===== src/design/shift_logic_regs.vh =====
// Register offsets, operation codes and reset values of the shift and logic unit
`ifndef SHIFT_LOGIC_REGS_VH
`define SHIFT_LOGIC_REGS_VH

// Register byte offsets
`define REG_WORK_OFF 12'h000
`define REG_FLAGS_OFF 12'h004
`define REG_OPERAND_OFF 12'h008
`define REG_CMD_OFF 12'h00C
`define REG_MEM_OFF 12'h010
`define REG_IO_OFF 12'h014
`define REG_STATUS_OFF 12'h018

// Flag register field positions
`define FLAG_ZERO_BIT 0
`define FLAG_CARRY_BIT 1
`define FLAG_HALF_BIT 2
`define FLAG_EXCESS_BIT 3

// Command register fields
`define CMD_OP_LSB 0
`define CMD_OP_MSB 4

// Reset values
`define WORK_RESET 8'h00
`define FLAGS_RESET 4'h0
`define OPERAND_RESET 8'h00
`define MEM_RESET 8'h00
`define IO_RESET 8'h00

// Operation codes
`define OP_NONE 5'h00
`define OP_SHR_W 5'h01
`define OP_RRC_W 5'h02
`define OP_SHL_W 5'h03
`define OP_RLC_W 5'h04
`define OP_SHR_M 5'h05
`define OP_RRC_M 5'h06
`define OP_SHL_M 5'h07
`define OP_RLC_M 5'h08
`define OP_SWAP_W 5'h09
`define OP_AND_WI 5'h0A
`define OP_AND_WM 5'h0B
`define OP_AND_MW 5'h0C
`define OP_OR_WI 5'h0D
`define OP_OR_WM 5'h0E
`define OP_OR_MW 5'h0F
`define OP_XOR_WI 5'h10
`define OP_XOR_WM 5'h11
`define OP_XOR_MW 5'h12
`define OP_XOR_IO 5'h13

// Shifter kinds
`define SH_RIGHT_ZERO 2'h0
`define SH_RIGHT_CARRY 2'h1
`define SH_LEFT_ZERO 2'h2
`define SH_LEFT_CARRY 2'h3

// Logic kinds
`define LG_AND 2'h0
`define LG_OR 2'h1
`define LG_XOR 2'h2

`endif


===== src/design/byte_shifter.v =====
// One-place shifter and rotator of a byte through the carry flag
`timescale 1ns/100ps
`default_nettype none
`include "shift_logic_regs.vh"

module byte_shifter #(
    parameter WIDTH = 8
) (
    input wire [WIDTH-1:0] operand,
    input wire [1:0] kind,
    input wire carry_in,
    output reg [WIDTH-1:0] result,
    output reg carry_out
);

    always @* begin
        case (kind)
            `SH_RIGHT_ZERO: begin
                result = {1'b0, operand[WIDTH-1:1]};
                carry_out = operand[0];
            end
            `SH_RIGHT_CARRY: begin
                result = {carry_in, operand[WIDTH-1:1]};
                carry_out = operand[0];
            end
            `SH_LEFT_ZERO: begin
                result = {operand[WIDTH-2:0], 1'b0};
                carry_out = operand[WIDTH-1];
            end
            default: begin
                result = {operand[WIDTH-2:0], carry_in};
                carry_out = operand[WIDTH-1];
            end
        endcase
    end

endmodule // byte_shifter
`default_nettype wire


===== src/design/byte_logic.v =====
// Bitwise AND, OR and exclusive OR of two bytes with a zero test
`timescale 1ns/100ps
`default_nettype none
`include "shift_logic_regs.vh"

module byte_logic #(
    parameter WIDTH = 8
) (
    input wire [WIDTH-1:0] left_operand,
    input wire [WIDTH-1:0] right_operand,
    input wire [1:0] kind,
    output reg [WIDTH-1:0] result,
    output wire is_zero
);

    always @* begin
        case (kind)
            `LG_AND: result = left_operand & right_operand;
            `LG_OR: result = left_operand | right_operand;
            default: result = left_operand ^ right_operand;
        endcase
    end

    assign is_zero = (result == {WIDTH{1'b0}});

endmodule // byte_logic
`default_nettype wire


===== src/design/shift_logic_alu_unit.v =====
// Shift, rotate, nibble swap and bitwise logic unit behind an AHB-Lite slave
// Summary of operation
// - Logical right shift of working register fills bit 7 with zero, old bit 0 to carry.
// - Right rotate through carry puts old carry in bit 7, old bit 0 to carry.
// - Logical left shift of working register fills bit 0 with zero, old bit 7 to carry.
// - Left rotate through carry puts old carry in bit 0, old bit 7 to carry.
// - Right shift and right rotate also act on a memory byte, written back.
// - Left shift and left rotate also act on a memory byte, written back.
// - Shifts and rotates change only carry; other flags hold.
// - Nibble swap exchanges the two halves of working register, flags unchanged.
// - AND working register with immediate or memory, or into memory.
// - OR working register with immediate or memory, or into memory.
// - XOR working register with immediate or memory, or into memory.
// - Logic on memory or immediate updates zero only; other flags hold.
// - XOR into I/O register writes it back and leaves every flag unchanged.
`timescale 1ns/100ps
`default_nettype none
`include "shift_logic_regs.vh"

module shift_logic_alu_unit #(
    parameter WIDTH = 8
) (
    input wire clk,
    input wire srst,
    input wire hsel,
    input wire [11:0] haddr,
    input wire [1:0] htrans,
    input wire hwrite,
    input wire [2:0] hsize,
    input wire [31:0] hwdata,
    input wire hready,
    output reg [31:0] hrdata,
    output reg hreadyout,
    output reg hresp,
    output reg [WIDTH-1:0] mem_wdata,
    output reg mem_we,
    output reg [WIDTH-1:0] io_wdata,
    output reg io_we
);

    // =========================================================
    // Operation decode helpers
    // =========================================================
    function is_shift_op;
        input [4:0] op;
        begin
            is_shift_op = (op >= `OP_SHR_W) && (op <= `OP_RLC_M);
        end
    endfunction

    function [1:0] shift_kind_of;
        input [4:0] op;
        begin
            case (op)
                `OP_SHR_W, `OP_SHR_M: shift_kind_of = `SH_RIGHT_ZERO;
                `OP_RRC_W, `OP_RRC_M: shift_kind_of = `SH_RIGHT_CARRY;
                `OP_SHL_W, `OP_SHL_M: shift_kind_of = `SH_LEFT_ZERO;
                default: shift_kind_of = `SH_LEFT_CARRY;
            endcase
        end
    endfunction

    function [1:0] logic_kind_of;
        input [4:0] op;
        begin
            case (op)
                `OP_AND_WI, `OP_AND_WM, `OP_AND_MW: logic_kind_of = `LG_AND;
                `OP_OR_WI, `OP_OR_WM, `OP_OR_MW: logic_kind_of = `LG_OR;
                default: logic_kind_of = `LG_XOR;
            endcase
        end
    endfunction

    function is_mem_source;
        input [4:0] op;
        begin
            is_mem_source = (op >= `OP_SHR_M && op <= `OP_RLC_M) ||
                (op == `OP_AND_WM) || (op == `OP_AND_MW) ||
                (op == `OP_OR_WM) || (op == `OP_OR_MW) ||
                (op == `OP_XOR_WM) || (op == `OP_XOR_MW);
        end
    endfunction

    // =========================================================
    // Architectural state
    // =========================================================
    reg [WIDTH-1:0] working_register;
    reg zero_flag;
    reg carry_flag;
    reg half_carry_flag;
    reg signed_excess_flag;
    reg [WIDTH-1:0] operand_byte;
    reg [WIDTH-1:0] mem_byte;
    reg [WIDTH-1:0] io_byte;
    reg [4:0] last_op;
    reg [15:0] op_count;

    // =========================================================
    // Bus address phase capture
    // =========================================================
    reg dp_active;
    reg dp_write;
    reg [11:0] dp_addr;
    wire addr_take;

    // Only NONSEQ or SEQ with the bus ready starts a transfer
    assign addr_take = hsel && hready && htrans[1];

    always @(posedge clk) begin
        if (srst) begin
            dp_active <= 1'b0;
            dp_write <= 1'b0;
            dp_addr <= 12'h000;
        end else if (hready) begin
            dp_active <= addr_take;
            dp_write <= hwrite;
            dp_addr <= haddr;
        end
    end

    wire wr_fire;
    wire [4:0] cmd_op;
    wire cmd_fire;
    // A write lands only at the edge that ends its data phase, never twice in a wait
    assign wr_fire = dp_active && dp_write && hready;
    assign cmd_op = hwdata[`CMD_OP_MSB:`CMD_OP_LSB];
    assign cmd_fire = wr_fire && (dp_addr == `REG_CMD_OFF);

    // =========================================================
    // Datapath
    // =========================================================
    wire [WIDTH-1:0] shift_src;
    wire [WIDTH-1:0] shift_res;
    wire shift_carry;
    wire [WIDTH-1:0] logic_rhs;
    wire [WIDTH-1:0] logic_res;
    wire logic_zero;

    // Memory forms work on the staged memory byte
    assign shift_src = is_mem_source(cmd_op) ? mem_byte : working_register;

    byte_shifter #(
        .WIDTH(WIDTH)
    ) u_shifter (
        .operand(shift_src),
        .kind(shift_kind_of(cmd_op)),
        .carry_in(carry_flag),
        .result(shift_res),
        .carry_out(shift_carry)
    );

    assign logic_rhs = (cmd_op == `OP_XOR_IO) ? io_byte :
        (is_mem_source(cmd_op) ? mem_byte : operand_byte);

    byte_logic #(
        .WIDTH(WIDTH)
    ) u_logic (
        .left_operand(working_register),
        .right_operand(logic_rhs),
        .kind(logic_kind_of(cmd_op)),
        .result(logic_res),
        .is_zero(logic_zero)
    );

    // =========================================================
    // Execute and software writes
    // =========================================================
    always @(posedge clk) begin
        if (srst) begin
            working_register <= `WORK_RESET;
            {signed_excess_flag, half_carry_flag, carry_flag, zero_flag} <= `FLAGS_RESET;
            operand_byte <= `OPERAND_RESET;
            mem_byte <= `MEM_RESET;
            io_byte <= `IO_RESET;
            last_op <= `OP_NONE;
            op_count <= 16'h0000;
            mem_we <= 1'b0;
            mem_wdata <= `MEM_RESET;
            io_we <= 1'b0;
            io_wdata <= `IO_RESET;
        end else begin
            mem_we <= 1'b0;
            io_we <= 1'b0;
            if (wr_fire) begin
                case (dp_addr)
                    `REG_WORK_OFF: working_register <= hwdata[WIDTH-1:0];
                    `REG_FLAGS_OFF: begin
                        zero_flag <= hwdata[`FLAG_ZERO_BIT];
                        carry_flag <= hwdata[`FLAG_CARRY_BIT];
                        half_carry_flag <= hwdata[`FLAG_HALF_BIT];
                        signed_excess_flag <= hwdata[`FLAG_EXCESS_BIT];
                    end
                    `REG_OPERAND_OFF: operand_byte <= hwdata[WIDTH-1:0];
                    `REG_MEM_OFF: mem_byte <= hwdata[WIDTH-1:0];
                    `REG_IO_OFF: io_byte <= hwdata[WIDTH-1:0];
                    default: begin
                    end
                endcase
            end
            if (cmd_fire) begin
                last_op <= cmd_op;
                op_count <= op_count + 16'h0001;
                if (is_shift_op(cmd_op)) begin
                    carry_flag <= shift_carry;
                    if (is_mem_source(cmd_op)) begin
                        mem_byte <= shift_res;
                        mem_wdata <= shift_res;
                        mem_we <= 1'b1;
                    end else begin
                        working_register <= shift_res;
                    end
                end else begin
                    case (cmd_op)
                        `OP_SWAP_W: begin
                            working_register <= {working_register[3:0],
                                working_register[7:4]};
                        end
                        `OP_AND_WI, `OP_AND_WM, `OP_OR_WI, `OP_OR_WM,
                        `OP_XOR_WI, `OP_XOR_WM: begin
                            working_register <= logic_res;
                            zero_flag <= logic_zero;
                        end
                        `OP_AND_MW, `OP_OR_MW, `OP_XOR_MW: begin
                            mem_byte <= logic_res;
                            mem_wdata <= logic_res;
                            mem_we <= 1'b1;
                            zero_flag <= logic_zero;
                        end
                        `OP_XOR_IO: begin
                            // Port write only; flags untouched
                            io_byte <= logic_res;
                            io_wdata <= logic_res;
                            io_we <= 1'b1;
                        end
                        default: begin
                        end
                    endcase
                end
            end
        end
    end

    // =========================================================
    // Read data and response
    // =========================================================
    wire rd_take;
    wire rd_after_wr;
    wire rd_late;
    wire [11:0] rd_addr;
    reg [31:0] next_hrdata;
    assign rd_take = addr_take && !hwrite;
    // Read taken while a write is still in its data phase
    assign rd_after_wr = rd_take && dp_active && dp_write;
    // Wait cycle of such a read: sample once that write has landed
    assign rd_late = !hreadyout && dp_active && !dp_write;
    assign rd_addr = hreadyout ? haddr : dp_addr;

    always @* begin
        case (rd_addr)
            `REG_WORK_OFF: next_hrdata = {24'h000000, working_register};
            `REG_FLAGS_OFF: next_hrdata = {28'h0000000, signed_excess_flag,
                half_carry_flag, carry_flag, zero_flag};
            `REG_OPERAND_OFF: next_hrdata = {24'h000000, operand_byte};
            `REG_CMD_OFF: next_hrdata = {27'h0000000, last_op};
            `REG_MEM_OFF: next_hrdata = {24'h000000, mem_byte};
            `REG_IO_OFF: next_hrdata = {24'h000000, io_byte};
            `REG_STATUS_OFF: next_hrdata = {16'h0000, op_count};
            default: next_hrdata = 32'h00000000;
        endcase
    end

    // Read value is normally sampled at its address phase; a read right
    // behind a write would miss that write, so it gets one wait state and
    // is sampled at the end of the wait instead.
    always @(posedge clk) begin
        if (srst) begin
            hrdata <= 32'h00000000;
            hreadyout <= 1'b1;
            hresp <= 1'b0;
        end else begin
            hresp <= 1'b0;
            if (hreadyout && rd_after_wr) begin
                hreadyout <= 1'b0;
            end else begin
                hreadyout <= 1'b1;
            end
            if (rd_late) begin
                hrdata <= next_hrdata;
            end else if (rd_take && !rd_after_wr) begin
                hrdata <= next_hrdata;
            end
        end
    end

    wire unused_bits;
    assign unused_bits = ^{hsize, hwdata[31:WIDTH]};

endmodule // shift_logic_alu_unit
`default_nettype wire


===== config.mk =====
export PLATFORM = sky130hd
export DESIGN_NAME = shift_logic_alu_unit
export DESIGN_NICKNAME = d
export VERILOG_FILES = /design/src/design/byte_shifter.v /design/src/design/byte_logic.v /design/src/design/shift_logic_alu_unit.v
export VERILOG_INCLUDE_DIRS = /design/src /design/src/design
export SDC_FILE = /design/constraint.sdc
export NUM_CORES = 1
export LEC_CHECK = 0
export BUFFER_PORTS_ARGS = -buffer_cell sky130_fd_sc_hd__buf_2
export CORE_MARGIN = 5
export CORE_UTILIZATION = 57
export CTS_BUF_LIST = sky130_fd_sc_hd__clkbuf_16
export DETAILED_ROUTE_END_ITERATION = 7
export PLACE_DENSITY = 0.81
export SLEW_MARGIN = 20
export SYNTH_ARGS = -nofsm -noshare
export SYNTH_HDL_FRONTEND = slang
export SYNTH_HIERARCHICAL = 1
export SYNTH_SLANG_ARGS = --single-unit

===== constraint.sdc =====
create_clock -name clk -period 3.7 [get_ports clk]
set_input_delay 0 -clock clk [delete_from_list [all_inputs] [get_ports clk]]
set_output_delay 0 -clock clk [all_outputs]
set_load 0.01 [all_outputs]

==> impl_metrics.xml <==
<?xml version="1.0" encoding="UTF-8"?>
<metrics>
  <group name="global_routing">
    <metric name="grt_pass1_wl" unit="mm">30.03</metric>
    <metric name="grt.total_usage" unit="%">26.50</metric>
    <metric name="number_of_antenna_violations_at_the_first_check_in_global_routing" unit="">0</metric>
    <metric name="first_global_vias" unit="">5761</metric>
    <metric name="overflow" unit="">0</metric>
    <metric name="grt_max_degree" unit="">48</metric>
  </group>
  <group name="run">
    <metric name="max_cap_viol_count" unit="">0</metric>
  </group>
  <group name="logic_synthesis">
    <metric name="synth_top_family_by_area" unit="">simple AND/OR/NAND/NOR gates</metric>
    <metric name="yosys-top-cells-area" unit="">dfxtp_1 (32%), mux2i_1 (10%), nand2_1 (4.2%)</metric>
    <metric name="synth_seq_area_share" unit="%">32.27</metric>
    <metric name="async_flop_share" unit="%">0</metric>
    <metric name="synth.distinct_cells" unit="">80</metric>
    <metric name="yosys.area_share.xor_xnor" unit="%">1.199</metric>
    <metric name="post_synth_top_area_share" unit="%">32.27</metric>
    <metric name="syn_area_per_cell" unit="um^2">8.839</metric>
    <metric name="synthSimpleGateAreaFrac" unit="%">22.56</metric>
    <metric name="synth_flop_cell" unit="">dfxtp_1</metric>
    <metric name="synth.cell_area" unit="um^2">6576</metric>
    <metric name="synthesis.instances" unit="">744</metric>
    <metric name="synth_warnings" unit="">6</metric>
    <metric name="yosys.area.top_type" unit="">dfxtp_1</metric>
    <metric name="synth.ff_latch_count" unit="">106</metric>
    <metric name="synth_enable_flop_cells" unit="">0</metric>
    <metric name="synth-compound-area-share" unit="%">17.43</metric>
    <metric name="yosys.area_share.adder" unit="%">3.234</metric>
    <metric name="synth_mux_area_share" unit="%">16.06</metric>
  </group>
  <group name="sta">
    <metric name="finalSetupTns" unit="ps">0</metric>
    <metric name="fin_skew" unit="ps">6.651</metric>
    <metric name="post-route-period-util" unit="%">79.03</metric>
    <metric name="maxSlewViolCount" unit="">0</metric>
    <metric name="final-hold-violation-count" unit="">0</metric>
    <metric name="post-route-min-period" unit="ps">2924</metric>
    <metric name="max_freq" unit="MHz">342.0</metric>
    <metric name="setup_viol" unit="">0</metric>
    <metric name="max_slew.worst_pin.slew" unit="ps">881.1</metric>
    <metric name="timing.slew.headroom" unit="%">41.26</metric>
    <metric name="rsz0062_at_grt" unit="">false</metric>
  </group>
  <group name="layout">
    <metric name="area.sequential" unit="um^2">2122</metric>
    <metric name="post_route_cells_drive_above_1_share" unit="%">19.98</metric>
    <metric name="multi_input_comb_area" unit="um^2">4054</metric>
    <metric name="final_nets" unit="">877</metric>
    <metric name="insertedDiodeCount" unit="">0</metric>
    <metric name="layout.filler_cells" unit="">924</metric>
    <metric name="syn_to_final_growth" unit="%">12.61</metric>
    <metric name="layoutNonFillerInstCount" unit="">954</metric>
  </group>
  <group name="cts">
    <metric name="tritoncts.num_buffers" unit="">9</metric>
    <metric name="cts_resized" unit="">0</metric>
    <metric name="tritoncts_clock_tree" unit="">done</metric>
    <metric name="cts-htree-levels" unit="">3</metric>
    <metric name="cts.clk_slew.worst_paths" unit="ps">80</metric>
    <metric name="clkSinkCount" unit="">106</metric>
    <metric name="clk-insertion-delay-late" unit="ps">360</metric>
    <metric name="cts.path.max_buffers" unit="">2</metric>
    <metric name="ctsRootBufferMaster" unit="">clkbuf_16</metric>
  </group>
  <group name="power_and_ir_drop">
    <metric name="power.internal" unit="uW">1778</metric>
    <metric name="static-leakage-power" unit="uW">0.003086</metric>
    <metric name="netSwitchingFraction" unit="%">26.23</metric>
    <metric name="power.combinational.fraction" unit="%">9.8</metric>
    <metric name="power.sequential.fraction" unit="%">48.4</metric>
    <metric name="switchingPower" unit="uW">632.1</metric>
    <metric name="clockPowerShare" unit="%">41.8</metric>
    <metric name="vdd_drop_max" unit="V">0.0003498</metric>
    <metric name="powerDensity" unit="nW/um^2">325.4</metric>
  </group>
  <group name="critical_path">
    <metric name="ff2ff_path_depth" unit="">4</metric>
    <metric name="cp_slowest_stage_delay" unit="ps">450</metric>
    <metric name="crit_slowest_cell" unit="">nor4bb_1</metric>
    <metric name="worst_setup_path_end_kind" unit="">register</metric>
    <metric name="crit_required" unit="ps">4000</metric>
    <metric name="cp_top_family" unit="">compound AO/OA/AOI/OAI gates</metric>
    <metric name="path_depth" unit="">15</metric>
    <metric name="crit_path_max_fanout" unit="">16</metric>
    <metric name="cp_data_arrival_time" unit="ps">3230</metric>
    <metric name="worstPathCellList" unit="">buf_2 -&gt; nor4bb_1 -&gt; o21bai_1 -&gt; o221ai_2 -&gt; buf_4 -&gt; mux2i_1 -&gt; o21ai_1 -&gt; inv_1 -&gt; ha_1 -&gt; and2_2 -&gt; o31ai_1 -&gt; buf_4 -&gt; mux2i_1 -&gt; a21oi_1 -&gt; o21a_1</metric>
    <metric name="start_kind" unit="">input pin</metric>
    <metric name="timing.setup.critical_path_class" unit="">input pin to register</metric>
    <metric name="worst-path-buf-inv" unit="">4</metric>
  </group>
  <group name="routing">
    <metric name="wl_per_cell" unit="um">19.35</metric>
    <metric name="drt_iter0_markers" unit="">552</metric>
    <metric name="drt-vias-per-instance" unit="">6.231</metric>
    <metric name="post-route-drc-count" unit="">0</metric>
    <metric name="ant_nets" unit="">0</metric>
    <metric name="via_count" unit="">5944</metric>
    <metric name="first_pass_iters" unit="">5</metric>
    <metric name="drt-total-wl" unit="mm">18.46</metric>
  </group>
  <group name="floorplanning">
    <metric name="die_area" unit="um^2">13790</metric>
    <metric name="die_outline_height" unit="um">117.4</metric>
    <metric name="initial_core_util" unit="%">57.84</metric>
    <metric name="rows" unit="">39</metric>
    <metric name="die-width" unit="um">117.4</metric>
    <metric name="core_region_area" unit="um^2">11370</metric>
    <metric name="boundaryPins" unit="">106</metric>
  </group>
  <group name="place">
    <metric name="place_congestion" unit="">0.9419</metric>
    <metric name="placement.io_buffers" unit="">60</metric>
    <metric name="place.detailed.hpwl" unit="mm">13.21</metric>
    <metric name="place_inst" unit="">920</metric>
  </group>
  <group name="outcome">
    <metric name="run_status" unit="">complete, no violations</metric>
  </group>
  <group name="hold_path">
    <metric name="worst_hold_path_type" unit="">input pin to register</metric>
    <metric name="holdPathStages" unit="">3</metric>
  </group>
</metrics>
==> worst min-delay path, cell delays in order <==
cell and delay, ps:
buf_2 110, and4b_1 170, nand4bb_1 90
==> stage by stage <==
step	util, %	cell area, um^2	hold slack, ps	setup WS [ps]	power [uW]
after floorplan	-	6636	147.2	895.1	1360
after global placement	60.75	6907	247.3	657.2	1399
after detailed placement	60.81	6914	258.0	487.9	1409
after CTS	65.14	7406	32.08	837.9	2410
after global routing	65.14	7406	51.67	472.7	2481
final	65.14	7406	35.87	775.8	2410
==> power groups by stage <==
stage          Combinational [uW]  Clock (uW)  Sequential (uW)
2_1_floorplan                 179           0             1180
3_3_place_gp                  209           0             1190
3_5_place_dp                  217           0             1190
4_1_cts                       232        1010             1160
5_1_grt                       255        1060             1170
6_report                      237        1010             1170
==> area by class of cell <==
class	count	area share (%)
clock buffers	9	3.041
clock inverters	7	1.166
inverters	21	1.064
multi-input cells	566	54.74
flip-flops and latches	106	28.65
well taps	143	2.416
repair buffers	102	8.920
==> sequential cells by signal (all words and copies together), names as in the netlist, 5 cells and up <==
name / count
dp_addr: 12
hrdata: 16
io_byte: 8
io_wdata: 8
last_op: 5
mem_byte: 8
mem_wdata: 8
op_count: 16
operand_byte: 8
working_register: 8
==> cells by family (layout without fill, tap and decap cells) <==
kind of cell,Yosys count,after routing
compound gates,160,160
xor+xnor,9,9
fa+ha+maj,17,17
buf+inv,88,139
flops,106,106
mux,99,99
other cells,1,17
simple gates,264,264
==> cells in the mapped netlist (all sizes together) (12+ instances only) <==
cell    instances
inv            21
nand2          76
nand3          12
a211oi         15
mux2i          68
nor2           75
mux2           31
clkbuf         15
o21ai          34
a21oi          32
ha             17
nor3           26
o21a           12
dfxtp         106
buf            52
==> worst paths after layout <==
path | from | slack (ps) | end
worst max-delay path | hwdata[1] | 780 | mem_byte[5]
worst min-delay path | hsel | 40 | hreadyout
worst max register to register | hreadyout | 1090 | hrdata[1]
worst min register to register | hrdata[3] | 450 | hrdata[3]
==> cells in the final DEF, fill, tap and decap left out, drive strengths merged, types with 4 or more instances in the layout <==
master	n
dfxtp	106
buf	84
nand2	76
nor2	75
mux2i	68
o21ai	34
a21oi	32
mux2	31
nor3	26
inv	24
dlygate4sd3	18
ha	17
conb	17
a211oi	15
o21a	12
nand3	12
nor2b	11
a22oi	11
nor4	10
clkbuf	9
nand4	9
and2	9
a22o	8
a221o	8
a21o	7
nor4b	7
xor2	6
o31ai	6
nand2b	5
nor3b	4
and3	4
o22ai	4
a2111oi	4
==> what timing repair did <==
item	in CTS	in global routing
endpoints found under the setup margin	0	0
buffers inserted	0	0
endpoints found under the hold margin	17	0
hold buffers	18	0
==> layer usage <==
| layer | part of all wire, % | GRT usage, % | vias to the layer above | wire length (um) |
|---|---|---|---|---|
| met1 | 42 | 35.25 | 2839 | 7663 |
| met4 | 2.8 | 10.66 | 0 | 524 |
| met3 | 8.9 | 4.524 | 45 | 1640 |
| li1 | - | - | 2772 | - |
| met5 | 0 | 0 | - | 0 |
| met2 | 47 | 42.64 | 288 | 8631 |
No activity file was read; power rests on OpenSTA's default activity.
